### src/rtl/accel_cfg_pkg.sv
// Purpose : constants for the accelerometer configuration register bank
// Assumes : byte-wide registers behind the serial interface logic
// Notes   : offsets are the serial register addresses
`default_nettype none
package accel_cfg_pkg;
   // -------------------------------------------------------------------
   // register addresses
   // -------------------------------------------------------------------
   localparam logic [7:0] ADDR_IDENTITY   = 8'h0F;
   localparam logic [7:0] ADDR_ACT_THR    = 8'h1E;
   localparam logic [7:0] ADDR_ACT_DUR    = 8'h1F;
   localparam logic [7:0] ADDR_RATE_AXIS  = 8'h20;
   localparam logic [7:0] ADDR_FILTER     = 8'h21;
   localparam logic [7:0] ADDR_FIFO_IRQ   = 8'h22;
   localparam logic [7:0] ADDR_BW_IFACE   = 8'h23;
   localparam logic [7:0] ADDR_RST_PIN    = 8'h24;
   localparam logic [7:0] ADDR_OUT_FIRST  = 8'h28;
   localparam logic [7:0] ADDR_OUT_LAST   = 8'h2D;
   // -------------------------------------------------------------------
   // reset values and writable masks
   // -------------------------------------------------------------------
   localparam logic [7:0] RST_ZERO        = 8'h00;
   localparam logic [7:0] RST_RATE_AXIS   = 8'h07;
   localparam logic [7:0] RST_BW_IFACE    = 8'h04;
   localparam logic [7:0] MASK_ALL        = 8'hFF;
   localparam logic [7:0] MASK_LOW7       = 8'h7F;
   // -------------------------------------------------------------------
   // field positions
   // -------------------------------------------------------------------
   localparam int B_HIGH_RES   = 7;
   localparam int B_RATE_HI    = 6;
   localparam int B_RATE_LO    = 4;
   localparam int B_BLOCK_UPD  = 3;
   localparam int B_Z_ON       = 2;
   localparam int B_Y_ON       = 1;
   localparam int B_X_ON       = 0;
   localparam int B_CUT_HI     = 6;
   localparam int B_CUT_LO     = 5;
   localparam int B_HPM_HI     = 4;
   localparam int B_HPM_LO     = 3;
   localparam int B_FDS        = 2;
   localparam int B_HP_GEN2    = 1;
   localparam int B_HP_GEN1    = 0;
   localparam int B_FIFO_EN    = 7;
   localparam int B_LEVEL_USE  = 6;
   localparam int B_ROUTE_HI   = 5;
   localparam int B_ROUTE_LO   = 0;
   localparam int B_BW_HI      = 7;
   localparam int B_BW_LO      = 6;
   localparam int B_RANGE_HI   = 5;
   localparam int B_RANGE_LO   = 4;
   localparam int B_BW_MANUAL  = 3;
   localparam int B_AUTO_INC   = 2;
   localparam int B_I2C_OFF    = 1;
   localparam int B_SPI_READ   = 0;
   localparam int B_DEBUG      = 7;
   localparam int B_SOFT_RST   = 6;
   localparam int B_DEC_HI     = 5;
   localparam int B_DEC_LO     = 4;
   localparam int B_ST_HI      = 3;
   localparam int B_ST_LO      = 2;
   localparam int B_IRQ_POL    = 1;
   localparam int B_IRQ_DRV    = 0;
   // -------------------------------------------------------------------
   // encodings
   // -------------------------------------------------------------------
   typedef enum logic [2:0] {
      RATE_OFF, RATE_10, RATE_50, RATE_100,
      RATE_200, RATE_400, RATE_800, RATE_BAD
   } rate_e;
   localparam logic [1:0] BW_400 = 2'h0;
   localparam logic [1:0] BW_200 = 2'h1;
   localparam logic [1:0] BW_100 = 2'h2;
   localparam logic [1:0] BW_50  = 2'h3;
   localparam logic [8:0] DIV_NONE = 9'h000;
   localparam logic [8:0] DIV_50   = 9'h032;
   localparam logic [8:0] DIV_100  = 9'h064;
   localparam logic [8:0] DIV_9    = 9'h009;
   localparam logic [8:0] DIV_400  = 9'h190;
   localparam logic [1:0] HPM_REF  = 2'h1;
   localparam logic [1:0] HPM_NA   = 2'h3;
endpackage
`default_nettype wire

### src/rtl/accel_config_register_bank.sv
// Purpose : accelerometer configuration registers and their decoded controls
// Assumes : serial interface logic in the same clock domain issues one
//           access_start per transfer and one byte strobe per data byte
// Notes   : outputs are registered; decoded controls lag a write by a cycle, effective_bw and lp_cutoff_div by two
`default_nettype none
// Function
// - read-only identity code at 0Fh, writes ignored
// - threshold: seven writable bits, resets zero
// - duration byte read/write, resets zero
// - rate code: off, 10..800 Hz, 111 invalid
// - block update holds outputs until both bytes read
// - high resolution selects cutoff divider by field
// - three axis enables, reset to one
// - high-pass mode 00/10 normal, 01 reference
// - filtered-data bit feeds filter to outputs
// - per-generator high-pass insertion bits
// - queue enable and level use, reset zero
// - six routing bits onto interrupt pin
// - bandwidth field 400/200/100/50 Hz
// - range 2g/4g/8g, code 01 unavailable
// - automatic bandwidth follows rate when scaling clear
// - manual bandwidth except at 50/10 Hz
// - auto-increment advances address per byte
// - SPI reads allowed only when mode bit set
// - control five field layout from debug down
// - soft reset acts as power-on, self-clears
// - decimation refreshes every 1/2/4/8 samples
// - pin polarity and push-pull/open-drain driver
module accel_config_register_bank
   import accel_cfg_pkg::*;
#(
   parameter logic [7:0] IDENTITY_CODE = 8'h5A  // arbitrary value
) (
   // clock and reset
   input  wire  logic       core_clk,
   input  wire  logic       reset_n,
   // access from serial interface logic
   input  wire  logic       access_start,
   input  wire  logic [7:0] start_addr,
   input  wire  logic       access_is_spi,
   input  wire  logic       byte_wr,
   input  wire  logic [7:0] byte_wr_data,
   input  wire  logic       byte_rd,
   output logic [7:0]       byte_rd_data,
   output logic             byte_rd_valid,
   output logic             byte_rd_refused,
   output logic [7:0]       access_addr,
   // sensing datapath events
   input  wire  logic       sample_tick,
   input  wire  logic [5:0] irq_sources,
   // decoded controls
   output logic             high_resolution,
   output logic [2:0]       sample_rate_sel,
   output logic             power_down,
   output logic             rate_invalid,
   output logic             z_axis_on,
   output logic             y_axis_on,
   output logic             x_axis_on,
   output logic [8:0]       lp_cutoff_div,
   output logic [1:0]       highpass_mode,
   output logic             highpass_reference,
   output logic             filtered_data_sel,
   output logic [1:0]       highpass_for_irq_gen,
   output logic             queue_enable,
   output logic             queue_level_use,
   output logic [1:0]       effective_bw,
   output logic [1:0]       range_sel,
   output logic             i2c_enable,
   output logic             debug_step,
   output logic [1:0]       selftest_sel,
   output logic             output_refresh,
   output logic [7:0]       activity_level,
   output logic [7:0]       activity_duration,
   // interrupt pin
   output logic             accel_irq_pin_o,
   output logic             accel_irq_pin_oe
);

   // --------------------------------------------------------------------
   // state
   // --------------------------------------------------------------------
   typedef struct packed {
      logic [7:0] act_thr;
      logic [7:0] act_dur;
      logic [7:0] rate_axis;
      logic [7:0] filter;
      logic [7:0] fifo_irq;
      logic [7:0] bw_iface;
      logic [7:0] rst_pin;
      logic [7:0] ptr;
      logic       ptr_spi;
      logic [7:0] rd_data;
      logic       rd_valid;
      logic       rd_refused;
      logic       soft_rst;
      logic [2:0] dec_cnt;
      logic       lo_read;
      logic       hi_read;
      logic       refresh;
      logic [1:0] bw_eff;
      logic [8:0] cut_div;
      logic       irq_o;
      logic       irq_oe;
   } bank_s;

   bank_s state_reg;
   bank_s state_next;

   // --------------------------------------------------------------------
   // helpers
   // --------------------------------------------------------------------
   function automatic logic [1:0] auto_bw(input logic [2:0] rate);
      case (rate)
         RATE_400: auto_bw = BW_200;
         RATE_200: auto_bw = BW_100;
         RATE_100: auto_bw = BW_50;
         default:  auto_bw = BW_400;
      endcase
   endfunction

   function automatic logic [7:0] read_reg(input bank_s s,
                                           input logic [7:0] a);
      case (a)
         ADDR_IDENTITY:  read_reg = IDENTITY_CODE;
         ADDR_ACT_THR:   read_reg = s.act_thr & MASK_LOW7;
         ADDR_ACT_DUR:   read_reg = s.act_dur;
         ADDR_RATE_AXIS: read_reg = s.rate_axis;
         ADDR_FILTER:    read_reg = s.filter & MASK_LOW7;
         ADDR_FIFO_IRQ:  read_reg = s.fifo_irq;
         ADDR_BW_IFACE:  read_reg = s.bw_iface;
         ADDR_RST_PIN:   read_reg = s.rst_pin;
         default:        read_reg = RST_ZERO;
      endcase
   endfunction

   function automatic logic [2:0] dec_last(input logic [1:0] d);
      case (d)
         2'h0:    dec_last = 3'h0;
         2'h1:    dec_last = 3'h1;
         2'h2:    dec_last = 3'h3;
         default: dec_last = 3'h7;
      endcase
   endfunction

   // --------------------------------------------------------------------
   // next state
   // --------------------------------------------------------------------
   logic       bus_ok;
   logic       out_addr;
   logic       is_lo;
   logic [7:0] wmask;
   logic [2:0] rate;
   logic       any_irq;

   always_comb begin
      state_next            = state_reg;
      state_next.rd_valid   = 1'b0;
      state_next.rd_refused = 1'b0;
      state_next.refresh    = 1'b0;
      state_next.soft_rst   = 1'b0;
      rate    = state_reg.rate_axis[B_RATE_HI:B_RATE_LO];
      // accesses over I2C are dropped while it is disabled
      bus_ok  = state_reg.ptr_spi
                | ~state_reg.bw_iface[B_I2C_OFF];
      out_addr = (state_reg.ptr >= ADDR_OUT_FIRST)
                 && (state_reg.ptr <= ADDR_OUT_LAST);
      is_lo   = ~state_reg.ptr[0];
      case (state_reg.ptr)
         ADDR_ACT_THR: wmask = MASK_LOW7;
         ADDR_FILTER:  wmask = MASK_LOW7;
         default:      wmask = MASK_ALL;
      endcase

      if (access_start) begin
         state_next.ptr     = start_addr;
         state_next.ptr_spi = access_is_spi;
      end else if ((byte_wr || byte_rd) && bus_ok) begin
         if (state_reg.bw_iface[B_AUTO_INC]) begin
            state_next.ptr = state_reg.ptr + 8'h01;
         end
      end

      if (byte_wr && bus_ok && !access_start) begin
         case (state_reg.ptr)
            ADDR_ACT_THR:   state_next.act_thr = byte_wr_data & wmask;
            ADDR_ACT_DUR:   state_next.act_dur = byte_wr_data;
            ADDR_RATE_AXIS: state_next.rate_axis = byte_wr_data;
            ADDR_FILTER:    state_next.filter = byte_wr_data & wmask;
            ADDR_FIFO_IRQ:  state_next.fifo_irq = byte_wr_data;
            ADDR_BW_IFACE:  state_next.bw_iface = byte_wr_data;
            ADDR_RST_PIN: begin
               // soft reset never stored; it only arms a one-cycle pulse
               state_next.rst_pin = byte_wr_data;
               state_next.rst_pin[B_SOFT_RST] = 1'b0;
               state_next.soft_rst = byte_wr_data[B_SOFT_RST];
            end
            default: ;  // identity and unmapped ignore writes
         endcase
      end

      // decimation and block-update gating of output refresh
      if (sample_tick && rate != RATE_OFF) begin
         if (state_reg.dec_cnt
             >= dec_last(state_reg.rst_pin[B_DEC_HI:B_DEC_LO])) begin
            state_next.dec_cnt = 3'h0;
            if (!state_reg.rate_axis[B_BLOCK_UPD]
                || (state_reg.lo_read && state_reg.hi_read)) begin
               state_next.refresh = 1'b1;
               state_next.lo_read = 1'b0;
               state_next.hi_read = 1'b0;
            end
         end else begin
            state_next.dec_cnt = state_reg.dec_cnt + 3'h1;
         end
      end

      // after the refresh clear, so a read in that cycle still counts
      if (byte_rd && bus_ok && !access_start) begin
         if (state_reg.ptr_spi && !state_reg.bw_iface[B_SPI_READ]) begin
            state_next.rd_refused = 1'b1;
            state_next.rd_data    = RST_ZERO;
         end else begin
            state_next.rd_valid = 1'b1;
            state_next.rd_data  = read_reg(state_reg, state_reg.ptr);
            if (out_addr) begin
               if (is_lo) state_next.lo_read = 1'b1;
               else       state_next.hi_read = 1'b1;
            end
         end
      end

      // bandwidth selection
      if (!state_reg.bw_iface[B_BW_MANUAL]) begin
         state_next.bw_eff = auto_bw(rate);
      end else if (rate == RATE_50 || rate == RATE_10) begin
         state_next.bw_eff = BW_400;
      end else begin
         state_next.bw_eff = state_reg.bw_iface[B_BW_HI:B_BW_LO];
      end

      // low-pass cutoff divider in high-resolution mode
      if (!state_reg.rate_axis[B_HIGH_RES]) begin
         state_next.cut_div = DIV_NONE;
      end else begin
         case (state_reg.filter[B_CUT_HI:B_CUT_LO])
            2'h0:    state_next.cut_div = DIV_50;
            2'h1:    state_next.cut_div = DIV_100;
            2'h2:    state_next.cut_div = DIV_9;
            default: state_next.cut_div = DIV_400;
         endcase
      end

      // interrupt pin: routed sources, polarity and driver type
      any_irq = |(irq_sources
                  & state_reg.fifo_irq[B_ROUTE_HI:B_ROUTE_LO]);
      state_next.irq_o  = any_irq ^ state_reg.rst_pin[B_IRQ_POL];
      state_next.irq_oe = ~state_reg.rst_pin[B_IRQ_DRV] | any_irq;

      // soft reset returns every control to its power-on value
      if (state_reg.soft_rst) begin
         state_next.act_thr   = RST_ZERO;
         state_next.act_dur   = RST_ZERO;
         state_next.rate_axis = RST_RATE_AXIS;
         state_next.filter    = RST_ZERO;
         state_next.fifo_irq  = RST_ZERO;
         state_next.bw_iface  = RST_BW_IFACE;
         state_next.rst_pin   = RST_ZERO;
         state_next.dec_cnt   = 3'h0;
         state_next.lo_read   = 1'b0;
         state_next.hi_read   = 1'b0;
      end
   end

   always_ff @(posedge core_clk) begin
      if (!reset_n) begin
         state_reg           <= '0;
         state_reg.rate_axis <= RST_RATE_AXIS;
         state_reg.bw_iface  <= RST_BW_IFACE;
         state_reg.irq_oe    <= 1'b1;
      end else begin
         state_reg <= state_next;
      end
   end

   // --------------------------------------------------------------------
   // outputs
   // --------------------------------------------------------------------
   assign byte_rd_data       = state_reg.rd_data;
   assign byte_rd_valid      = state_reg.rd_valid;
   assign byte_rd_refused    = state_reg.rd_refused;
   assign access_addr        = state_reg.ptr;
   assign high_resolution    = state_reg.rate_axis[B_HIGH_RES];
   assign sample_rate_sel    = state_reg.rate_axis[B_RATE_HI:B_RATE_LO];
   assign power_down         = (sample_rate_sel == RATE_OFF);
   assign rate_invalid       = (sample_rate_sel == RATE_BAD);
   assign z_axis_on          = state_reg.rate_axis[B_Z_ON];
   assign y_axis_on          = state_reg.rate_axis[B_Y_ON];
   assign x_axis_on          = state_reg.rate_axis[B_X_ON];
   assign lp_cutoff_div      = state_reg.cut_div;
   assign highpass_mode      = state_reg.filter[B_HPM_HI:B_HPM_LO];
   assign highpass_reference = (highpass_mode == HPM_REF);
   assign filtered_data_sel  = state_reg.filter[B_FDS];
   assign highpass_for_irq_gen =
      state_reg.filter[B_HP_GEN2:B_HP_GEN1];
   assign queue_enable       = state_reg.fifo_irq[B_FIFO_EN];
   assign queue_level_use    = state_reg.fifo_irq[B_LEVEL_USE];
   assign effective_bw       = state_reg.bw_eff;
   assign range_sel          =
      state_reg.bw_iface[B_RANGE_HI:B_RANGE_LO];
   assign i2c_enable         = ~state_reg.bw_iface[B_I2C_OFF];
   assign debug_step         = state_reg.rst_pin[B_DEBUG];
   assign selftest_sel       = state_reg.rst_pin[B_ST_HI:B_ST_LO];
   assign output_refresh     = state_reg.refresh;
   assign activity_level     = state_reg.act_thr;
   assign activity_duration  = state_reg.act_dur;
   assign accel_irq_pin_o    = state_reg.irq_o;
   assign accel_irq_pin_oe   = state_reg.irq_oe;

   // --------------------------------------------------------------------
   // checks
   // --------------------------------------------------------------------
   property p_identity;
      @(posedge core_clk) disable iff (!reset_n)
      byte_rd && !access_start && state_reg.ptr == ADDR_IDENTITY
      && !state_reg.ptr_spi && i2c_enable
      |=> byte_rd_valid && byte_rd_data == IDENTITY_CODE;
   endproperty
   a_identity: assert property (p_identity)
      else $error("identity read wrong");

   property p_thr_top;
      @(posedge core_clk) disable iff (!reset_n)
      activity_level[7] == 1'b0;
   endproperty
   a_thr_top: assert property (p_thr_top)
      else $error("threshold top bit set");

   property p_spi_refuse;
      @(posedge core_clk) disable iff (!reset_n)
      byte_rd && !access_start && state_reg.ptr_spi
      && !state_reg.bw_iface[B_SPI_READ]
      |=> byte_rd_refused && !byte_rd_valid;
   endproperty
   a_spi_refuse: assert property (p_spi_refuse)
      else $error("spi read not refused");

   property p_autoinc;
      @(posedge core_clk) disable iff (!reset_n)
      byte_wr && !access_start && state_reg.ptr_spi
      && state_reg.ptr != ADDR_BW_IFACE && state_reg.ptr != ADDR_RST_PIN
      && !state_reg.soft_rst
      |=> access_addr == $past(access_addr)
          + {7'h00, $past(state_reg.bw_iface[B_AUTO_INC])};
   endproperty
   a_autoinc: assert property (p_autoinc)
      else $error("address advance wrong");

   property p_soft_rst;
      @(posedge core_clk) disable iff (!reset_n)
      byte_wr && !access_start && bus_ok && state_reg.ptr == ADDR_RST_PIN
      && byte_wr_data[B_SOFT_RST]
      |=> !state_reg.rst_pin[B_SOFT_RST]
      ##1 state_reg.rate_axis == RST_RATE_AXIS && activity_level == RST_ZERO;
   endproperty
   a_soft_rst: assert property (p_soft_rst)
      else $error("soft reset did not restore");

   property p_bw_fixed;
      @(posedge core_clk) disable iff (!reset_n)
      (sample_rate_sel == RATE_50 || sample_rate_sel == RATE_10)
      && $stable(sample_rate_sel) |=> effective_bw == BW_400;
   endproperty
   a_bw_fixed: assert property (p_bw_fixed)
      else $error("bandwidth not fixed at low rate");

   property p_bw_auto;
      @(posedge core_clk) disable iff (!reset_n)
      sample_rate_sel == RATE_400 && !state_reg.bw_iface[B_BW_MANUAL]
      |=> effective_bw == BW_200;
   endproperty
   a_bw_auto: assert property (p_bw_auto)
      else $error("automatic bandwidth wrong");

   property p_block;
      @(posedge core_clk) disable iff (!reset_n)
      output_refresh && $past(state_reg.rate_axis[B_BLOCK_UPD])
      |-> $past(state_reg.lo_read) && $past(state_reg.hi_read);
   endproperty
   a_block: assert property (p_block)
      else $error("refresh while pair unread");

   property p_irq_pol;
      @(posedge core_clk) disable iff (!reset_n)
      $stable(state_reg.rst_pin) && $stable(state_reg.fifo_irq)
      && (irq_sources & state_reg.fifo_irq[B_ROUTE_HI:B_ROUTE_LO]) == '0
      |=> accel_irq_pin_o == $past(state_reg.rst_pin[B_IRQ_POL]);
   endproperty
   a_irq_pol: assert property (p_irq_pol)
      else $error("idle pin level wrong");

endmodule
`default_nettype wire

### config.mk
export PLATFORM = sky130hd
export DESIGN_NAME = accel_config_register_bank
export DESIGN_NICKNAME = d
export VERILOG_FILES = /design/src/rtl/accel_cfg_pkg.sv /design/src/rtl/accel_config_register_bank.sv
export SDC_FILE = /design/constraint.sdc
export NUM_CORES = 1
export LEC_CHECK = 0
export BUFFER_PORTS_ARGS = -buffer_cell sky130_fd_sc_hd__buf_2
export CAP_MARGIN = 20
export CORE_MARGIN = 4
export CORE_UTILIZATION = 40
export DETAILED_ROUTE_END_ITERATION = 8
export GPL_TIMING_DRIVEN = 0
export PLACE_DENSITY_LB_ADDON = 0.25
export SLEW_MARGIN = 20
export SYNTH_ARGS = -nofsm -noshare
export SYNTH_HDL_FRONTEND = slang
export SYNTH_SLANG_ARGS = --single-unit
### constraint.sdc
create_clock -name core_clk -period 4.9 [get_ports core_clk]
set_input_delay 0.49 -clock core_clk [delete_from_list [all_inputs] [get_ports core_clk]]
set_output_delay 0.49 -clock core_clk [all_outputs]
set_load 0.01 [all_outputs]
After elaboration in Yosys (flattened, before gate mapping)
Cells that the tools add are included.

Bits in latches: 0. Memories kept: 0. Flip-flop bits (word level): 93. Input bits: 29. RAM bits: 0. Bits in read-only memories: 0.

Bitwise operators: 8. Muxes and demuxes: 23. Shifts and indexed selects: 0. Reductions and logical operators: 36. Equal/unequal tests: 19. $mul: 0. Add/subtract/negate cells: 2. $lt $le $gt $ge: 3. Divide/modulo/power cells: 0.

Operators with widths (number): $pmux 8 s8 (1); $eq 8x6->1 const B (5); $mux 8 (5); $pmux 9 s3 (1); $reduce_and 2->1 (10); $eq 8x5->1 const B (2); $mux 3 (5); $mux 2 (5); $eq 3x3->1 const B (3); $logic_and 1x1->1 (9); $pmux 3 s3 (1); $add 8x1->8 const B (1); $and 8x8->8 (1); $eq 8x4->1 const B (1); $ge 8x6->1 const B (1); $le 8x6->1 const B (1); $and 6x6->6 (1); $eq 2x1->1 const B (3); $eq 3x2->1 const B (2); $pmux 2 s3 (1); $reduce_and 3->1 (2); $reduce_or 6->1 (1); $eq 2x2->1 const B (2); $logic_not 2->1 (2); other kinds (13) (25).

Depth between registers and ports, before layout
Depth after elaboration: 10. Mapped depth: 8. Mapped depth without buffers: 7.

Least setup slack after synthesis
OpenSTA, ideal clock, no wires.

Kind: register -> register. Start: register state_reg (netlist bit access_addr[3]). End: register state_reg[49] (netlist name). Slack: 2.904 ns. Data required time: 4.765 ns. Period minus slack after synthesis: 1.996 ns. Arrival time: 1.861 ns. Stages on the path, launching flop included: 7. Setup time: 0.135 ns. Cell sequence: dfxtp_1 -> buf_6 -> or4b_2 -> nor4_4 -> nand2_1 -> nand2_1 -> nand3_1.

Word-level cells in the longest chain between the ends: 2.

RTL lines: from (decl) (RTL line accel_config_register_bank.sv:106) `bank_s state_reg;`; from (signal assigned) (RTL line accel_config_register_bank.sv:281) `state_reg <= state_next;`; $eq 8x6->1 (RTL line accel_config_register_bank.sv:184) `case (state_reg.ptr)`; $reduce_and 2->1 (no source line).

No other way between the ends. A chain may end at the register's enable or synchronous reset.

Worst setup path after layout
Start: register state_reg (netlist bit access_addr[0]). End: register state_reg[59] (netlist name).

Same word-level chain as after synthesis.

==> results.ini <==
[clock_tree]
cts-root-buf=clkbuf_16
post_cts.repair.setup_buffers=0
cts_buffers=9
clock_sinks=90
clock_latency_ns=0.35
htree_num_levels=3
cts_tree=done
cts_resized=0
clk_pin_slew_ns=0.06
clock_path_buffers=2
cts_hold_buffers=0

[grt]
grt_use_total=0.213
grt_pass1_wl_um=22100
grt_pass1_vias=4081
gr-total-overflow=0
antenna_found_initial=0
grt_max_degree=18

[drt]
drtPass1Iterations=6
drc=0
num_vias=4267
finalWirelength_um=13900
wire_per_inst_um=17.5
final_antenna_net_count=0
drtIter0Drc=312
viasPerCell=5.35

[yosys]
synthCells=542
synth_seq_cells=90
syn_area_um2=4610
ys.flop_type=dfxtp_1
async_reset_ff_frac=0
syn_avg_cell_area_um2=8.50
yosysWarningCount=0
synth.net_count=585
synth_edf_count=0
ys_seq_area_frac=0.391
synth_cell_type_count=51

[layout]
diodes=0
final_nets=695
post-route-util=0.503
areaGrowthSynthToFinish_pct=20.8
drive_gt1_frac=0.289
mostFrequentLayoutCells=buf_2 (104), dfxtp_1 (90), nand2_1 (56)
final_common_cell=buf_2
largest_reg_flops=26

[timing]
max_slew_margin=0.449
rsz0062_at_grt=no
drv_slew=0
hold_violations=0
fin_tns_setup_ns=0
fmax_mhz=396
final.period_utilization=0.516
min_period_ns=2.53
setup_viol=0
worst_slack_ns=2.37
finClkSkew_ns=0.00941
worstMarginPinSlew_ns=0.815

[pwr]
peakVddDrop_mv=0.129
finalPower_uw=1560
power_density_nw_per_um2=280
leakagePower_uw=0.00238

[floorplan]
io_pins=100
core_area_um2=11100
num_rows=38
initial_core_util=0.416
chipWidth_um=115
fp.dieArea_um2=13300
die_height_um=115

[critical_path]
cp.arrival_ns=2.74
cpMaxStageDelayCell=clkbuf_1
critical_path.startpoint_type=flop
cp_slowest_stage_delay_ns=0.51
crit_path_start=access_addr[0]
r2r-start=access_addr[0]
crit_required_ns=5.11
r2r_slack_ns=2.37
path_cells=inv_1, ha_1, clkbuf_1, clkbuf_1, nand2_1, nand2_1, a21oi_1
crit_type=flop to flop
critPathCaptureType=flop
cp_max_fo=10

[place]
pre_cts_ws_ns=2.43
numPortBuffers=99
post-dp-hpwl_um=10700
place_congestion=0.926

[min_path]
worstHoldStart=access_is_spi
min_path_type=input pin to flop

[outcome]
status=complete, no violations

[flow_run]
cap_violations=0

kinds of logic after synthesis:
| kind of cell | Yosys count | synth area share |
|---|---|---|
| compound gates | 111 | 0.154 |
| xor+xnor | 10 | 0.0190 |
| fa+ha+maj | 14 | 0.0380 |
| buf+inv | 99 | 0.137 |
| flops | 90 | 0.391 |
| mux | 25 | 0.0543 |
| simple gates | 193 | 0.208 |
layout make-up:
type | count | area (um2)
Clock buffer | 9 | 225
Inverter | 11 | 41.3
Sequential cell | 90 | 1800
Tap cell | 140 | 175
Timing Repair Buffer | 99 | 495
Clock inverter | 7 | 62.6
Buffer | 88 | 588
Fill cell | 1109 | 5510
Multi-Input combinational cell | 353 | 2180
stage by stage:
step                hold slack (ns)  instance area, um2  cells
floorplan                     0.410                4610    542
global placement              0.423                5280    781
detailed placement            0.421                5280    781
CTS                           0.415                5570    797
global route                  0.450                5570    797
finish                        0.419                5570    797
synthesized netlist by cell type (2+ instances only):
library cell,number,area share
or2_2,3,0.0041
a22o_1,3,0.0057
nor2_1,38,0.031
nor4_4,2,0.0092
inv_1,11,0.0090
and2_1,8,0.011
buf_4,55,0.090
xor2_1,3,0.0057
and3_1,11,0.015
a211oi_1,5,0.0081
a22oi_1,13,0.021
a21boi_0,2,0.0033
a21oi_1,41,0.045
nor2b_1,8,0.011
a221oi_1,2,0.0038
nand2_1,56,0.046
nor3_1,6,0.0065
nand2b_1,5,0.0068
a32o_1,3,0.0065
o21ai_0,17,0.018
ha_1,14,0.038
a222oi_1,3,0.0065
dfxtp_1,90,0.39
o22ai_1,6,0.0081
nand3_1,45,0.049
xnor2_1,7,0.013
clkbuf_1,22,0.018
a31oi_1,5,0.0068
buf_2,5,0.0054
o211ai_1,2,0.0033
buf_6,6,0.015
or3b_2,2,0.0038
mux2i_1,25,0.054
worst max-delay path: cells and delay by family (launching register included):
kind | cells | cell delay, ns
AOI/OAI and AO/OA | 1 | 0.07
and+or+nand+nor | 2 | 0.47
adders and majority gates | 1 | 0.35
buffers and inverters | 3 | 1.12
DFF | 1 | 0.40
layer usage:
metal,GRT usage,vias to the layer above,share of wire
met2,0.315,188,0.43
met3,0.0474,14,0.086
li1,-,2059,-
met4,0.0516,0,0.013
met1,0.316,2006,0.47
met5,0,-,0
where the power goes:
group | total [uW] | internal [uW] | switching, uW
Clock | 667 | 353 | 314
Combinational | 144 | 52.1 | 91.7
Sequential | 749 | 739 | 10.7
path summary, 6_finish.rpt:
kind | cells past startpoint | endpoint
setup / recovery | 7 | state_reg[59]
setup reg to reg | 7 | state_reg[59]
hold reg to reg | 2 | activity_level[7]
hold / removal | 3 | state_reg[30]
Note: power is estimated with default switching activity, not from simulation.
